--- src/verilog/mul_pkg.sv ---
// Purpose: Shared constants for the unsigned byte multiplier
// Assumes: Byte-wide register port, 12-bit register address
// Notes:   Result pair sits low byte first at two consecutive addresses
`default_nettype none

package mul_pkg;

    // ************************************************************
    // Widths
    // ************************************************************
    localparam int OPERAND_W = 8;
    localparam int PRODUCT_W = 16;
    localparam int ADDR_W    = 12;
    localparam int STATUS_W  = 5;
    localparam int HIGH_LSB  = 8;

    // ************************************************************
    // Register map
    // ************************************************************
    localparam logic [ADDR_W-1:0]    ADDR_RESULT_LOW  = 12'hff3;
    localparam logic [ADDR_W-1:0]    ADDR_RESULT_HIGH = 12'hff4;
    localparam logic [PRODUCT_W-1:0] RESULT_RESET     = 16'h0000;
    localparam logic [OPERAND_W-1:0] READ_IDLE        = 8'h00;

endpackage : mul_pkg

`default_nettype wire

--- src/verilog/byte_product_core.sv ---
// Purpose: Combinational unsigned 8 by 8 product
// Assumes: Operands stable for the whole cycle of the command
// Notes:   Pure logic, no state; the caller registers the result
`default_nettype none

module byte_product_core
    import mul_pkg::*;
(
    input  wire logic [mul_pkg::OPERAND_W-1:0] OPERAND_A,
    input  wire logic [mul_pkg::OPERAND_W-1:0] OPERAND_B,
    output logic      [mul_pkg::PRODUCT_W-1:0] PRODUCT
);

    // ************************************************************
    // Product
    // ************************************************************
    // Both operands widened to 16 bits so no carry is lost
    assign PRODUCT = PRODUCT_W'(OPERAND_A) * PRODUCT_W'(OPERAND_B);

endmodule // byte_product_core

`default_nettype wire

--- src/verilog/unsigned_byte_multiplier.sv ---
// Purpose: Unsigned byte multiplier with a software visible result pair
// Assumes: Sequencer drives operands and command on the same clock
// Notes:   Result pair resets to 16'h0000; software must not rely on it
//
// What this block does
// - Multiply two bytes unsigned, full 16-bit product
// - High byte bits 15:8, low byte 7:0
// - Multiply never changes any status flag
// - Whole multiply finishes in one cycle
// - One command: working register times file operand
// - Both result bytes read and write; reset undefined (this block resets them to 16'h0000)
//
// Added by the designer: strobed register access.
`default_nettype none

module unsigned_byte_multiplier
    import mul_pkg::*;
(
    input  wire logic                          REF_CLK,
    input  wire logic                          RST_N,
    input  wire logic                          MUL_GO,
    input  wire logic [mul_pkg::OPERAND_W-1:0] WORKING_REGISTER,
    input  wire logic [mul_pkg::OPERAND_W-1:0] FILE_OPERAND,
    input  wire logic [mul_pkg::STATUS_W-1:0]  STATUS_IN,
    output logic      [mul_pkg::STATUS_W-1:0]  STATUS_OUT,
    input  wire logic [mul_pkg::ADDR_W-1:0]    REG_ADDR,
    input  wire logic [mul_pkg::OPERAND_W-1:0] REG_WDATA,
    input  wire logic                          REG_WR,
    input  wire logic                          REG_RD,
    output logic      [mul_pkg::OPERAND_W-1:0] REG_RDATA,
    output logic      [mul_pkg::OPERAND_W-1:0] RESULT_HIGH_BYTE,
    output logic      [mul_pkg::OPERAND_W-1:0] RESULT_LOW_BYTE,
    output logic                               MUL_DONE
);
    import mul_pkg::*;

    // ************************************************************
    // State
    // ************************************************************
    typedef struct packed {
        logic [PRODUCT_W-1:0] result_pair;
        logic [OPERAND_W-1:0] read_data;
        logic                 done;
    } mul_state_t;

    mul_state_t           state;
    mul_state_t           next_state;
    logic [PRODUCT_W-1:0] core_product;

    function automatic logic hits(input logic [ADDR_W-1:0] addr,
                                  input logic [ADDR_W-1:0] target);
        hits = (addr == target);
    endfunction

    // ************************************************************
    // Multiplier core
    // ************************************************************
    // Operands wired straight from the sequencer; no extra fetch needed
    byte_product_core u_core (
        .OPERAND_A (WORKING_REGISTER),
        .OPERAND_B (FILE_OPERAND),
        .PRODUCT   (core_product)
    );

    // ************************************************************
    // Next state
    // ************************************************************
    always_comb begin
        next_state           = state;
        next_state.done      = MUL_GO;
        next_state.read_data = READ_IDLE;
        // Read samples the value before any write of the same cycle
        if (REG_RD) begin
            if (hits(REG_ADDR, ADDR_RESULT_LOW)) begin
                next_state.read_data = state.result_pair[HIGH_LSB-1:0];
            end else if (hits(REG_ADDR, ADDR_RESULT_HIGH)) begin
                next_state.read_data = state.result_pair[PRODUCT_W-1:HIGH_LSB];
            end
        end
        if (REG_WR) begin
            if (hits(REG_ADDR, ADDR_RESULT_LOW)) begin
                next_state.result_pair[HIGH_LSB-1:0] = REG_WDATA;
            end else if (hits(REG_ADDR, ADDR_RESULT_HIGH)) begin
                next_state.result_pair[PRODUCT_W-1:HIGH_LSB] = REG_WDATA;
            end
        end
        // Placed last so a multiply beats a software write in the same cycle
        if (MUL_GO) begin
            next_state.result_pair = core_product;
        end
    end

    // ************************************************************
    // Registers
    // ************************************************************
    always_ff @(posedge REF_CLK or negedge RST_N) begin
        if (!RST_N) begin
            state.result_pair <= RESULT_RESET;
            state.read_data   <= READ_IDLE;
            state.done        <= 1'b0;
        end else begin
            state <= next_state;
        end
    end

    // ************************************************************
    // Outputs
    // ************************************************************
    // Flags pass untouched; the multiplier has no path into them
    assign STATUS_OUT       = STATUS_IN;
    assign REG_RDATA        = state.read_data;
    assign RESULT_HIGH_BYTE = state.result_pair[PRODUCT_W-1:HIGH_LSB];
    assign RESULT_LOW_BYTE  = state.result_pair[HIGH_LSB-1:0];
    assign MUL_DONE         = state.done;

    // ************************************************************
    // Checks
    // ************************************************************
    // ************************************************************
    // Reference product
    // ************************************************************
    // Shift and add, kept apart from the core's multiply operator
    // so a fault in the core cannot hide in its own expectation
    function automatic logic [PRODUCT_W-1:0] shift_add(input logic [OPERAND_W-1:0] a,
                                                      input logic [OPERAND_W-1:0] b);
        logic [PRODUCT_W-1:0] acc;
        acc = '0;
        for (int i = 0; i < OPERAND_W; i++) begin
            if (b[i]) begin
                acc = acc + (PRODUCT_W'(a) << i);
            end
        end
        shift_add = acc;
    endfunction

    logic [PRODUCT_W-1:0] expect_product;
    assign expect_product = shift_add(WORKING_REGISTER, FILE_OPERAND);
endmodule // unsigned_byte_multiplier

`default_nettype wire

--- config.mk ---
export PLATFORM = sky130hd
export DESIGN_NAME = unsigned_byte_multiplier
export DESIGN_NICKNAME = d
export VERILOG_FILES = /design/src/verilog/mul_pkg.sv /design/src/verilog/byte_product_core.sv /design/src/verilog/unsigned_byte_multiplier.sv
export SDC_FILE = /design/constraint.sdc
export NUM_CORES = 1
export LEC_CHECK = 0
export BUFFER_PORTS_ARGS = -buffer_cell sky130_fd_sc_hd__buf_2
export CORE_ASPECT_RATIO = 0.7
export CORE_MARGIN = 8
export CORE_UTILIZATION = 40
export DETAILED_ROUTE_END_ITERATION = 10
export PLACE_DENSITY_LB_ADDON = 0.08
export SLEW_MARGIN = 10
export SYNTH_ARGS = -nofsm -noshare
export SYNTH_HDL_FRONTEND = slang
export SYNTH_SLANG_ARGS = --single-unit
export TNS_END_PERCENT = 100
--- constraint.sdc ---
create_clock -name REF_CLK -period 1.9 [get_ports REF_CLK]
set_input_delay 0.38 -clock REF_CLK [delete_from_list [all_inputs] [get_ports REF_CLK]]
set_output_delay 0.38 -clock REF_CLK [all_outputs]
set_load 0.01 [all_outputs]
==> summary.txt, run 1 <==
Synth Net Count: 475
Fill cells: 741
Layout Nets: 607
Starting Density: 0.404
Min Clock Period, post-route: 3.69 ns
R2R setup slack: 0.86 ns
Crit Path Max Fanout: 6
Data arrival time of the worst path: 3.84 ns
Leading area contributor after synthesis: fa_1
Reg2reg start: RESULT_HIGH_BYTE[3]$_DFFE_PN0P_
Max-Cap Viols: 0
Global placement routability congestion: 0.780
Slew @ Worst Pin: 0.566 ns
Post-synth cell types: 39
Sink Count: 25
Yosys top cell area share: 0.216
Critical R2R Capture: RESULT_HIGH_BYTE[3]$_DFFE_PN0P_
Worst Clk Skew: 0.00338 ns
Final core utilization: 0.594
Worst setup margin: -1.79 ns
CP max stage cell: fa_1
Sequential element share of the synthesized area: 0.187
Setup Crit Path Kind: in -> reg
Crit. Startpoint: WORKING_REGISTER[3]
Detailed Place HPWL: 7.26 mm
Routed vias/inst: 4.94
Worst-path cell chain: buf_12, and2_4, fa_1, fa_1, fa_1, inv_1, fa_1, inv_2, ha_4, buf_4, a211oi_2, nand3_2, a31o_2, a31o_2
Synthesized area: 0.00334 mm²
Routed length per instance: 14.6 µm
Pwr dens: 1050 mW/mm²
Clock Path Buffers: 2
First DRT Iteration DRCs: 123
Synth Area in Adders: 0.350
Die area: 0.0116 mm²
Leakage Power: 2.41 nW
CP endpoint kind: flip-flop
Status: finished, violations left
Hold slack: 0.109 ns
Largest net degree at the start of global routing: 26
Chip height: 92.5 µm
H-tree depth: 1
Slew Limit Fails: 0
Vias post-DR: 2927
ANT nets after route: 0
HP Class: in -> async
Synth Area in Simple Gates: 0.217
CP Data Required Time: 2.05 ns
#FFs+latches synth: 25
Failing checks: negative setup slack
Final hold vios: 0
Pre-Repair DR Iteration Count: 4
Die width: 125 µm
Row cnt: 28
Final wirelength: 8.66 mm
Vias in the first global route: 3176
Most frequent cells in the layout: buf_4, buf_2, inv_1
Max Clk Rate: 271 MHz
Total Routing Usage GR: 0.157
First-pass GRT wire length: 15.2 mm
VDD IR max: 0.472 mV
Complex-gate fraction of the synthesized area: 0.103
Core ar.: 0.00827 mm²
R2R depth: 3
Antenna diodes: 0
P&R area growth vs syn: 46.9%
CP startpoint kind: input pin
Reg clk slew, reported paths: 0.06 ns
Port Buffers: 65
Slew headroom: 0.623
Largest family of logic cells by synthesized area: adder cells
Root buf cell: clkbuf_16
Post-CTS Hold Buffers: 0
Synth Area per Inst: 9.36 µm²
Synth area leaders: fa_1, dfrtp_1, ha_1
GRT Residual Overflow: 0
Post-synthesis cell count: 357
Total CTS buffers: 3
Mux share of post-synthesis cell area: 0.0449
Io pins: 76
Clk_lat worst skew: 0.26 ns
Initial antenna violation count: 0
CP dominant cell by count: fa_1
Tcrit/Tclk final: 1.94
Yosys Warn Count: 0
Worst path max stage delay: 0.51 ns
Layout cells sized above 1: 0.443
Commonest non-fill, non-tap cell in the layout: buf_4
Drc violations: 0
Xor and xnor area share after synthesis: 0.0262
Finish-stage setup viols: 13
RSZ-0062 raised after global routing: true
TritonCTS clock tree: built
## layer usage
layer  up-vias  part of all wire  GRT usage
li1       1443                 -          -
met2        27              0.46      0.251
met5         -                 0          0
met1      1452              0.51      0.223
met3         5             0.024     0.0241
met4         0            0.0053     0.0232
## power by group
part	switching [mW]	internal (mW)	leakage, nW	total, mW
combinational	1.87	2.01	2.05	3.88
sequential	0.119	0.673	0.317	0.792
clock	0.184	0.287	0.0382	0.471
## Yosys cell counts
| master | count |
|---|---|
| xor2_1 | 8 |
| nor4_4 | 1 |
| o21a_1 | 2 |
| o21ai_1 | 6 |
| or2_2 | 1 |
| a21oi_1 | 15 |
| a31o_2 | 2 |
| and3_1 | 2 |
| fa_1 | 36 |
| o221ai_1 | 1 |
| mux2i_1 | 15 |
| a211oi_1 | 6 |
| inv_1 | 48 |
| a22oi_1 | 8 |
| nor2_1 | 6 |
| nand2b_1 | 4 |
| o32a_1 | 1 |
| nand3b_1 | 1 |
| or3_1 | 1 |
| and2_1 | 51 |
| clkbuf_1 | 4 |
| nor3_1 | 4 |
| nor2b_1 | 13 |
| xnor2_1 | 2 |
| and4b_1 | 1 |
| nor4_2 | 1 |
| or3_4 | 1 |
| a21o_1 | 2 |
| nand4_1 | 5 |
| nand3_1 | 5 |
| o2111ai_1 | 1 |
| dfrtp_1 | 25 |
| ha_1 | 36 |
| buf_4 | 6 |
| o21ai_0 | 7 |
| o211ai_1 | 3 |
| nand2b_4 | 1 |
| or3b_2 | 1 |
| nand2_1 | 24 |
## through the flow
step           total power, mW  setup TNS [ns]  cell area (µm²)  std cells  worst slack, ns
2_1_floorplan             2.77          -17.23             3540        357            -1.85
3_3_place_gp              3.97          -23.33             4430        580            -2.13
3_5_place_dp              4.00          -23.57             4430        580            -2.17
4_1_cts                   4.94          -18.61             4800        590            -1.77
5_1_grt                   5.62          -19.82             4910        593            -1.90
6_report                  5.15          -18.37             4910        593            -1.79
## repair_timing
| item | CTS | global route |
|---|---|---|
| gates resized for setup | 61 | 21 |
| buffers inserted | 6 | 3 |
| pin swaps | 33 | 25 |
| setup endpoints to repair | 13 | 13 |
## worst max-delay path by stage
stage | end | slack (ns)
after floorplan | RESULT_HIGH_BYTE[3]$_DFFE_PN0P_ | -1.85
after global placement | RESULT_HIGH_BYTE[7]$_DFFE_PN0P_ | -2.13
after detailed placement | RESULT_HIGH_BYTE[4]$_DFFE_PN0P_ | -2.17
after CTS | RESULT_HIGH_BYTE[3]$_DFFE_PN0P_ | -1.77
after global routing | RESULT_HIGH_BYTE[3]$_DFFE_PN0P_ | -1.90
final | RESULT_HIGH_BYTE[7]$_DFFE_PN0P_ | -1.79
## flip-flops by register name (all words and copies together) (netlist names)
register          flops
REG_RDATA             8
RESULT_HIGH_BYTE      8
RESULT_LOW_BYTE       8
MUL_DONE              1
## cell type report
| cell class | count | area [µm²] | share of cell area |
|---|---|---|---|
| Multi-Input combinational cell | 274 | 2860 | 0.582 |
| Inverter | 48 | 180 | 0.0367 |
| Clock buffer | 4 | 78.8 | 0.0161 |
| Timing Repair Buffer | 137 | 1040 | 0.211 |
| Tap cell | 105 | 131 | 0.0268 |
| Sequential cell | 25 | 626 | 0.127 |
## critical path, delay by kind of cell
family                   cells  cell delay [ns]
adder cells (fa/ha/maj)      5             2.17
AO/OA/AOI/OAI                3             0.68
buffers and inverters        4             0.33
AND/OR/NAND/NOR              2             0.28
## cells by family after synthesis
| group | Yosys count |
|---|---|
| muxes | 15 |
| xor gates and xnor gates | 10 |
| buffers and inverters | 58 |
| and+or+nand+nor | 123 |
| adders and majority gates | 72 |
| AOI/OAI and AO/OA | 54 |
| DFF | 25 |
Power figures use the tool's default switching activity.
==> run 2, diff against run 1 <==
--- a/config.mk
+++ b/config.mk
@@ -8,7 +8,7 @@
 export BUFFER_PORTS_ARGS = -buffer_cell sky130_fd_sc_hd__buf_2
 export CORE_ASPECT_RATIO = 0.7
 export CORE_MARGIN = 8
-export CORE_UTILIZATION = 40
+export CORE_UTILIZATION = 59
 export DETAILED_ROUTE_END_ITERATION = 10
 export PLACE_DENSITY_LB_ADDON = 0.08
 export SLEW_MARGIN = 10
==> summary.txt, run 2 (synthesized netlist as in run 1, its figures left out) <==
RSZ-0062 raised after global routing: true
CP Data Required Time: 2.08 ns
Io pins: 76
CP endpoint kind: flip-flop
Vias post-DR: 3276
Clk_lat worst skew: 0.27 ns
Max-Cap Viols: 0
Starting Density: 0.599
Comb pwr share: 0.789
Detailed Place HPWL: 7.12 mm
P&R area growth vs syn: 47.0%
Initial antenna violation count: 0
Pwr dens: 1070 mW/mm²
Crit Path Max Fanout: 7
Sequential share of power: 0.150
Port Buffers: 65
Largest net degree at the start of global routing: 26
Row cnt: 23
Slew headroom: 0.632
Routed length per instance: 18.9 µm
Reg clk slew, reported paths: 0.09 ns
Slew Limit Fails: 0
Post-CTS Hold Buffers: 0
Sink Count: 25
Routed vias/inst: 5.79
Status: finished, violations left
Root buf cell: clkbuf_8
Commonest non-fill, non-tap cell in the layout: buf_4
GRT Residual Overflow: 0
Final hold vios: 0
Core ar.: 0.00558 mm²
Die area: 0.00837 mm²
Net switching power: 2.36 mW
Finish-stage setup viols: 13
CP startpoint kind: input pin
Layout cells sized above 1: 0.450
Failing checks: negative setup slack
Clock Path Buffers: 2
Total Routing Usage GR: 0.227
Pre-Repair DR Iteration Count: 5
TritonCTS clock tree: built
Final wirelength: 10.7 mm
VDD IR max: 0.654 mV
Data arrival time of the worst path: 4.10 ns
Final Total Pwr: 5.27 mW
Die width: 106 µm
H-tree depth: 1
Chip height: 79.0 µm
Min Clock Period, post-route: 3.92 ns
Sw frac: 0.448
Setup Crit Path Kind: in -> reg
Slew @ Worst Pin: 0.552 ns
Fill cells: 266
Worst setup margin: -2.02 ns
Tcrit/Tclk final: 2.06
Design internal power: 2.91 mW
Total CTS buffers: 3
Vias in the first global route: 3357
HP Class: in -> async
ANT nets after route: 0
Leakage Power: 2.42 nW
Max Clk Rate: 255 MHz
Antenna diodes: 0
Worst Clk Skew: 0.00294 ns
Clk network pwr share: 0.061
Drc violations: 0
Pre-CTS setup slack: -2.15 ns
Global placement routability congestion: 0.845
Most frequent cells in the layout: buf_4, buf_2, inv_1
Layout Nets: 610
First DRT Iteration DRCs: 245
First-pass GRT wire length: 15.6 mm
[run 2: cell count changes in the layout (fill, tap and decap cells not counted), sizes merged]
cell	delta
buf	+3
[run 2: final cells by class]
| class | count | area [µm²] | area share |
|---|---|---|---|
| multi-input cells | 274 | 2860 | 0.583 |
| well taps | 75 | 93.8 | 0.0191 |
| inverters | 48 | 180 | 0.0367 |
| flip-flops and latches | 25 | 626 | 0.127 |
| repair buffers | 140 | 1100 | 0.225 |
| clock buffers | 4 | 45.0 | 0.00917 |
[run 2: what timing repair did]
action | CTS | global route
resized for setup | 70 | 28
setup buffers | 8 | 11
setup endpoints to repair | 13 | 13
pin swaps | 40 | 34
[run 2: power by group through the flow]
stage	clock network [mW]	logic [mW]	registers [mW]
floorplan	0	1.94	0.834
global placement	0	2.99	0.789
detailed placement	0	3.07	0.784
CTS	0.321	3.51	0.774
global route	0.352	4.44	0.804
finish	0.322	4.16	0.789
[run 2: final timing paths]
path	startpoint	endpoint	slack [ns]	cells past startpoint
max in group asynchronous	RST_N	RESULT_LOW_BYTE[7]$_DFFE_PN0P_	1.45	1
setup / recovery	WORKING_REGISTER[3]	RESULT_HIGH_BYTE[4]$_DFFE_PN0P_	-2.02	15
hold reg to reg	RESULT_HIGH_BYTE[4]$_DFFE_PN0P_	REG_RDATA[4]$_DFF_PN0_	0.59	2
min in group REF_CLK	REG_WDATA[0]	RESULT_LOW_BYTE[0]$_DFFE_PN0P_	0.42	3
hold / removal	RST_N	REG_RDATA[3]$_DFF_PN0_	0.08	1
setup reg to reg	RESULT_HIGH_BYTE[2]$_DFFE_PN0P_	RESULT_HIGH_BYTE[2]$_DFFE_PN0P_	0.76	3
[run 2: metrics by stage]
step,cells,setup TNS [ns],utilization,hold WS [ns],area (µm²)
final,566,-20.17,0.880,0.0818,4910
after global routing,566,-21.29,0.880,0.118,4910
after CTS,556,-18.33,0.844,0.104,4710
after detailed placement,544,-23.16,0.777,0.397,4340
after global placement,544,-22.42,0.777,0.388,4340
after floorplan,357,-17.23,-,0.0844,3540
[run 2: critical path, stage by stage]
cell	delay, ns
buf_6	0.11
nand2_1	0.10
fa_1	0.50
fa_1	0.54
inv_2	0.04
fa_1	0.47
inv_1	0.05
fa_1	0.48
inv_2	0.04
ha_4	0.29
o211ai_1	0.13
o211ai_1	0.33
nand4_1	0.22
and4b_1	0.25
nor3_1	0.18
[run 2: metal layers]
layer,vias to the layer above,GRT usage,wire length (µm)
met1,1630,0.291,4210
met4,0,0.0378,261
li1,1451,-,-
met3,34,0.0356,618
met5,-,0,0
met2,161,0.402,5580
==> run 3, diff against run 2 <==
--- a/config.mk
+++ b/config.mk
@@ -6,9 +6,10 @@
 export NUM_CORES = 1
 export LEC_CHECK = 0
 export BUFFER_PORTS_ARGS = -buffer_cell sky130_fd_sc_hd__buf_2
+export CAP_MARGIN = 10
 export CORE_ASPECT_RATIO = 0.7
 export CORE_MARGIN = 8
-export CORE_UTILIZATION = 59
+export CORE_UTILIZATION = 56
 export DETAILED_ROUTE_END_ITERATION = 10
 export PLACE_DENSITY_LB_ADDON = 0.08
 export SLEW_MARGIN = 10
==> constraint.sdc (replaced) <==
create_clock -name REF_CLK -period 3.9 [get_ports REF_CLK]
set_input_delay 0.78 -clock REF_CLK [delete_from_list [all_inputs] [get_ports REF_CLK]]
set_output_delay 0.78 -clock REF_CLK [all_outputs]
set_load 0.01 [all_outputs]
==> summary.txt, run 3 (synthesized netlist as in run 1, its figures left out) <==
RSZ-0062 raised after global routing: true
Tcrit/Tclk final: 1.06
Die area: 0.00874 mm²
Routed vias/inst: 5.34
Worst Clk Skew: 0.00402 ns
GRT Residual Overflow: 0
Final Cell Area: 0.00452 mm²
Root buf cell: clkbuf_8
Global placement routability congestion: 0.830
Footprint of the multi-input gates: 0.00272 mm²
Io pins: 76
Pre-Repair DR Iteration Count: 4
Detailed Place HPWL: 6.89 mm
Reg clk slew, reported paths: 0.09 ns
Worst setup margin: -0.231 ns
Placed inst area: 0.00416 mm²
Slew headroom: 0.309
Largest net degree at the start of global routing: 33
Layout cells sized above 1: 0.371
Vias post-DR: 2905
CP Data Required Time: 4.07 ns
Pre-CTS setup slack: -0.594 ns
Fill cells: 415
Wire length on met2: 4.06 mm
Setup Crit Path Kind: in -> reg
ANT nets after route: 0
Slew Limit Fails: 0
Core ar.: 0.00576 mm²
First DRT Iteration DRCs: 155
P&R area growth vs syn: 35.2%
Routed length per instance: 15.6 µm
CP max stage cell: fa_1
Port Buffers: 65
Max-Cap Viols: 0
Finish-stage setup viols: 6
Status: finished, violations left
Worst-path cell chain: buf_12, buf_4, buf_4, and2_1, fa_1, fa_1, fa_1, ha_1, ha_1, buf_4, a211oi_4, nand3_2, a31o_2, a31o_2
Most frequent cells in the layout: buf_2, buf_4, inv_1
Top layer in use: met4
Worst path max stage delay: 0.51 ns
Wl on met1: 3.87 mm
HP Class: in -> async
Final hold vios: 0
Layout Nets: 588
Data arrival time of the worst path: 4.30 ns
Drc violations: 0
Min Clock Period, post-route: 4.13 ns
Chip height: 80.6 µm
CP startpoint kind: input pin
Total Routing Usage GR: 0.199
Max Clk Rate: 242 MHz
Seq. cell area: 626 µm²
CP endpoint kind: flip-flop
VDD IR max: 0.281 mV
Worst path buffer plus inverter count: 4
Row cnt: 23
Initial antenna violation count: 0
Met3 routed WL: 523 µm
Clk_lat worst skew: 0.27 ns
Cell family with most CP delay: adder cells
Final wirelength: 8.48 mm
Pwr dens: 500 mW/mm²
TritonCTS clock tree: built
Failing checks: negative setup slack
Leakage Power: 2.25 nW
Starting Density: 0.581
Crit Path Max Fanout: 6
First-pass GRT wire length: 14.2 mm
Die width: 108 µm
Clock Path Buffers: 2
Total CTS buffers: 3
Post-CTS Hold Buffers: 0
Antenna diodes: 0
Vias in the first global route: 3096
H-tree depth: 1
Sink Count: 25
Slew @ Worst Pin: 1.03 ns
run 3: final timing paths:
check,depth (start not counted),from,end,slack [ns]
min in group REF_CLK,2,RESULT_HIGH_BYTE[2]$_DFFE_PN0P_,REG_RDATA[2]$_DFF_PN0_,0.58
min,1,RST_N,RESULT_HIGH_BYTE[4]$_DFFE_PN0P_,0.49
min reg2reg,2,RESULT_HIGH_BYTE[2]$_DFFE_PN0P_,REG_RDATA[2]$_DFF_PN0_,0.58
max in group asynchronous,1,RST_N,RESULT_HIGH_BYTE[2]$_DFFE_PN0P_,3.04
max reg2reg,3,RESULT_HIGH_BYTE[3]$_DFFE_PN0P_,RESULT_HIGH_BYTE[3]$_DFFE_PN0P_,2.89
max,14,WORKING_REGISTER[4],RESULT_HIGH_BYTE[7]$_DFFE_PN0P_,-0.23
run 3: power by group:
group / total [mW] / switching [mW] / internal, mW
logic: 1.73 / 0.848 / 0.877
registers: 0.377 / 0.0496 / 0.327
clock network: 0.156 / 0.0832 / 0.0731
run 3: stage by stage:
stage	util	hold WS [ns]	total power, mW	cells	setup TNS [ns]
global placement	0.722	0.547	1.84	530	-4.39
detailed placement	0.722	0.563	1.87	530	-4.81
global route	0.785	0.531	2.48	544	-2.33
finish	0.785	0.489	2.26	544	-1.06
floorplan	-	0.484	1.33	357	-0.608
CTS	0.761	0.509	2.17	539	-1.04
run 3: metal layers:
layer,up-vias,track usage
met5,-,0
met4,0,0.0177
met3,4,0.0272
met2,73,0.332
met1,1418,0.280
li1,1410,-
run 3: area by class of cell:
class	instances	area share
multi-input cells	274	0.602
flip-flops and latches	25	0.139
clock buffers	4	0.00997
inverters	48	0.0399
repair buffers	118	0.188
well taps	75	0.0208
run 3: timing repair:
action / in CTS / in global routing
setup endpoints to repair: 9 / 9
resized for setup: 38 / 26
hold endpoints to repair: 0 / 0
pin swaps: 18 / 32
setup buffers: 5 / 5
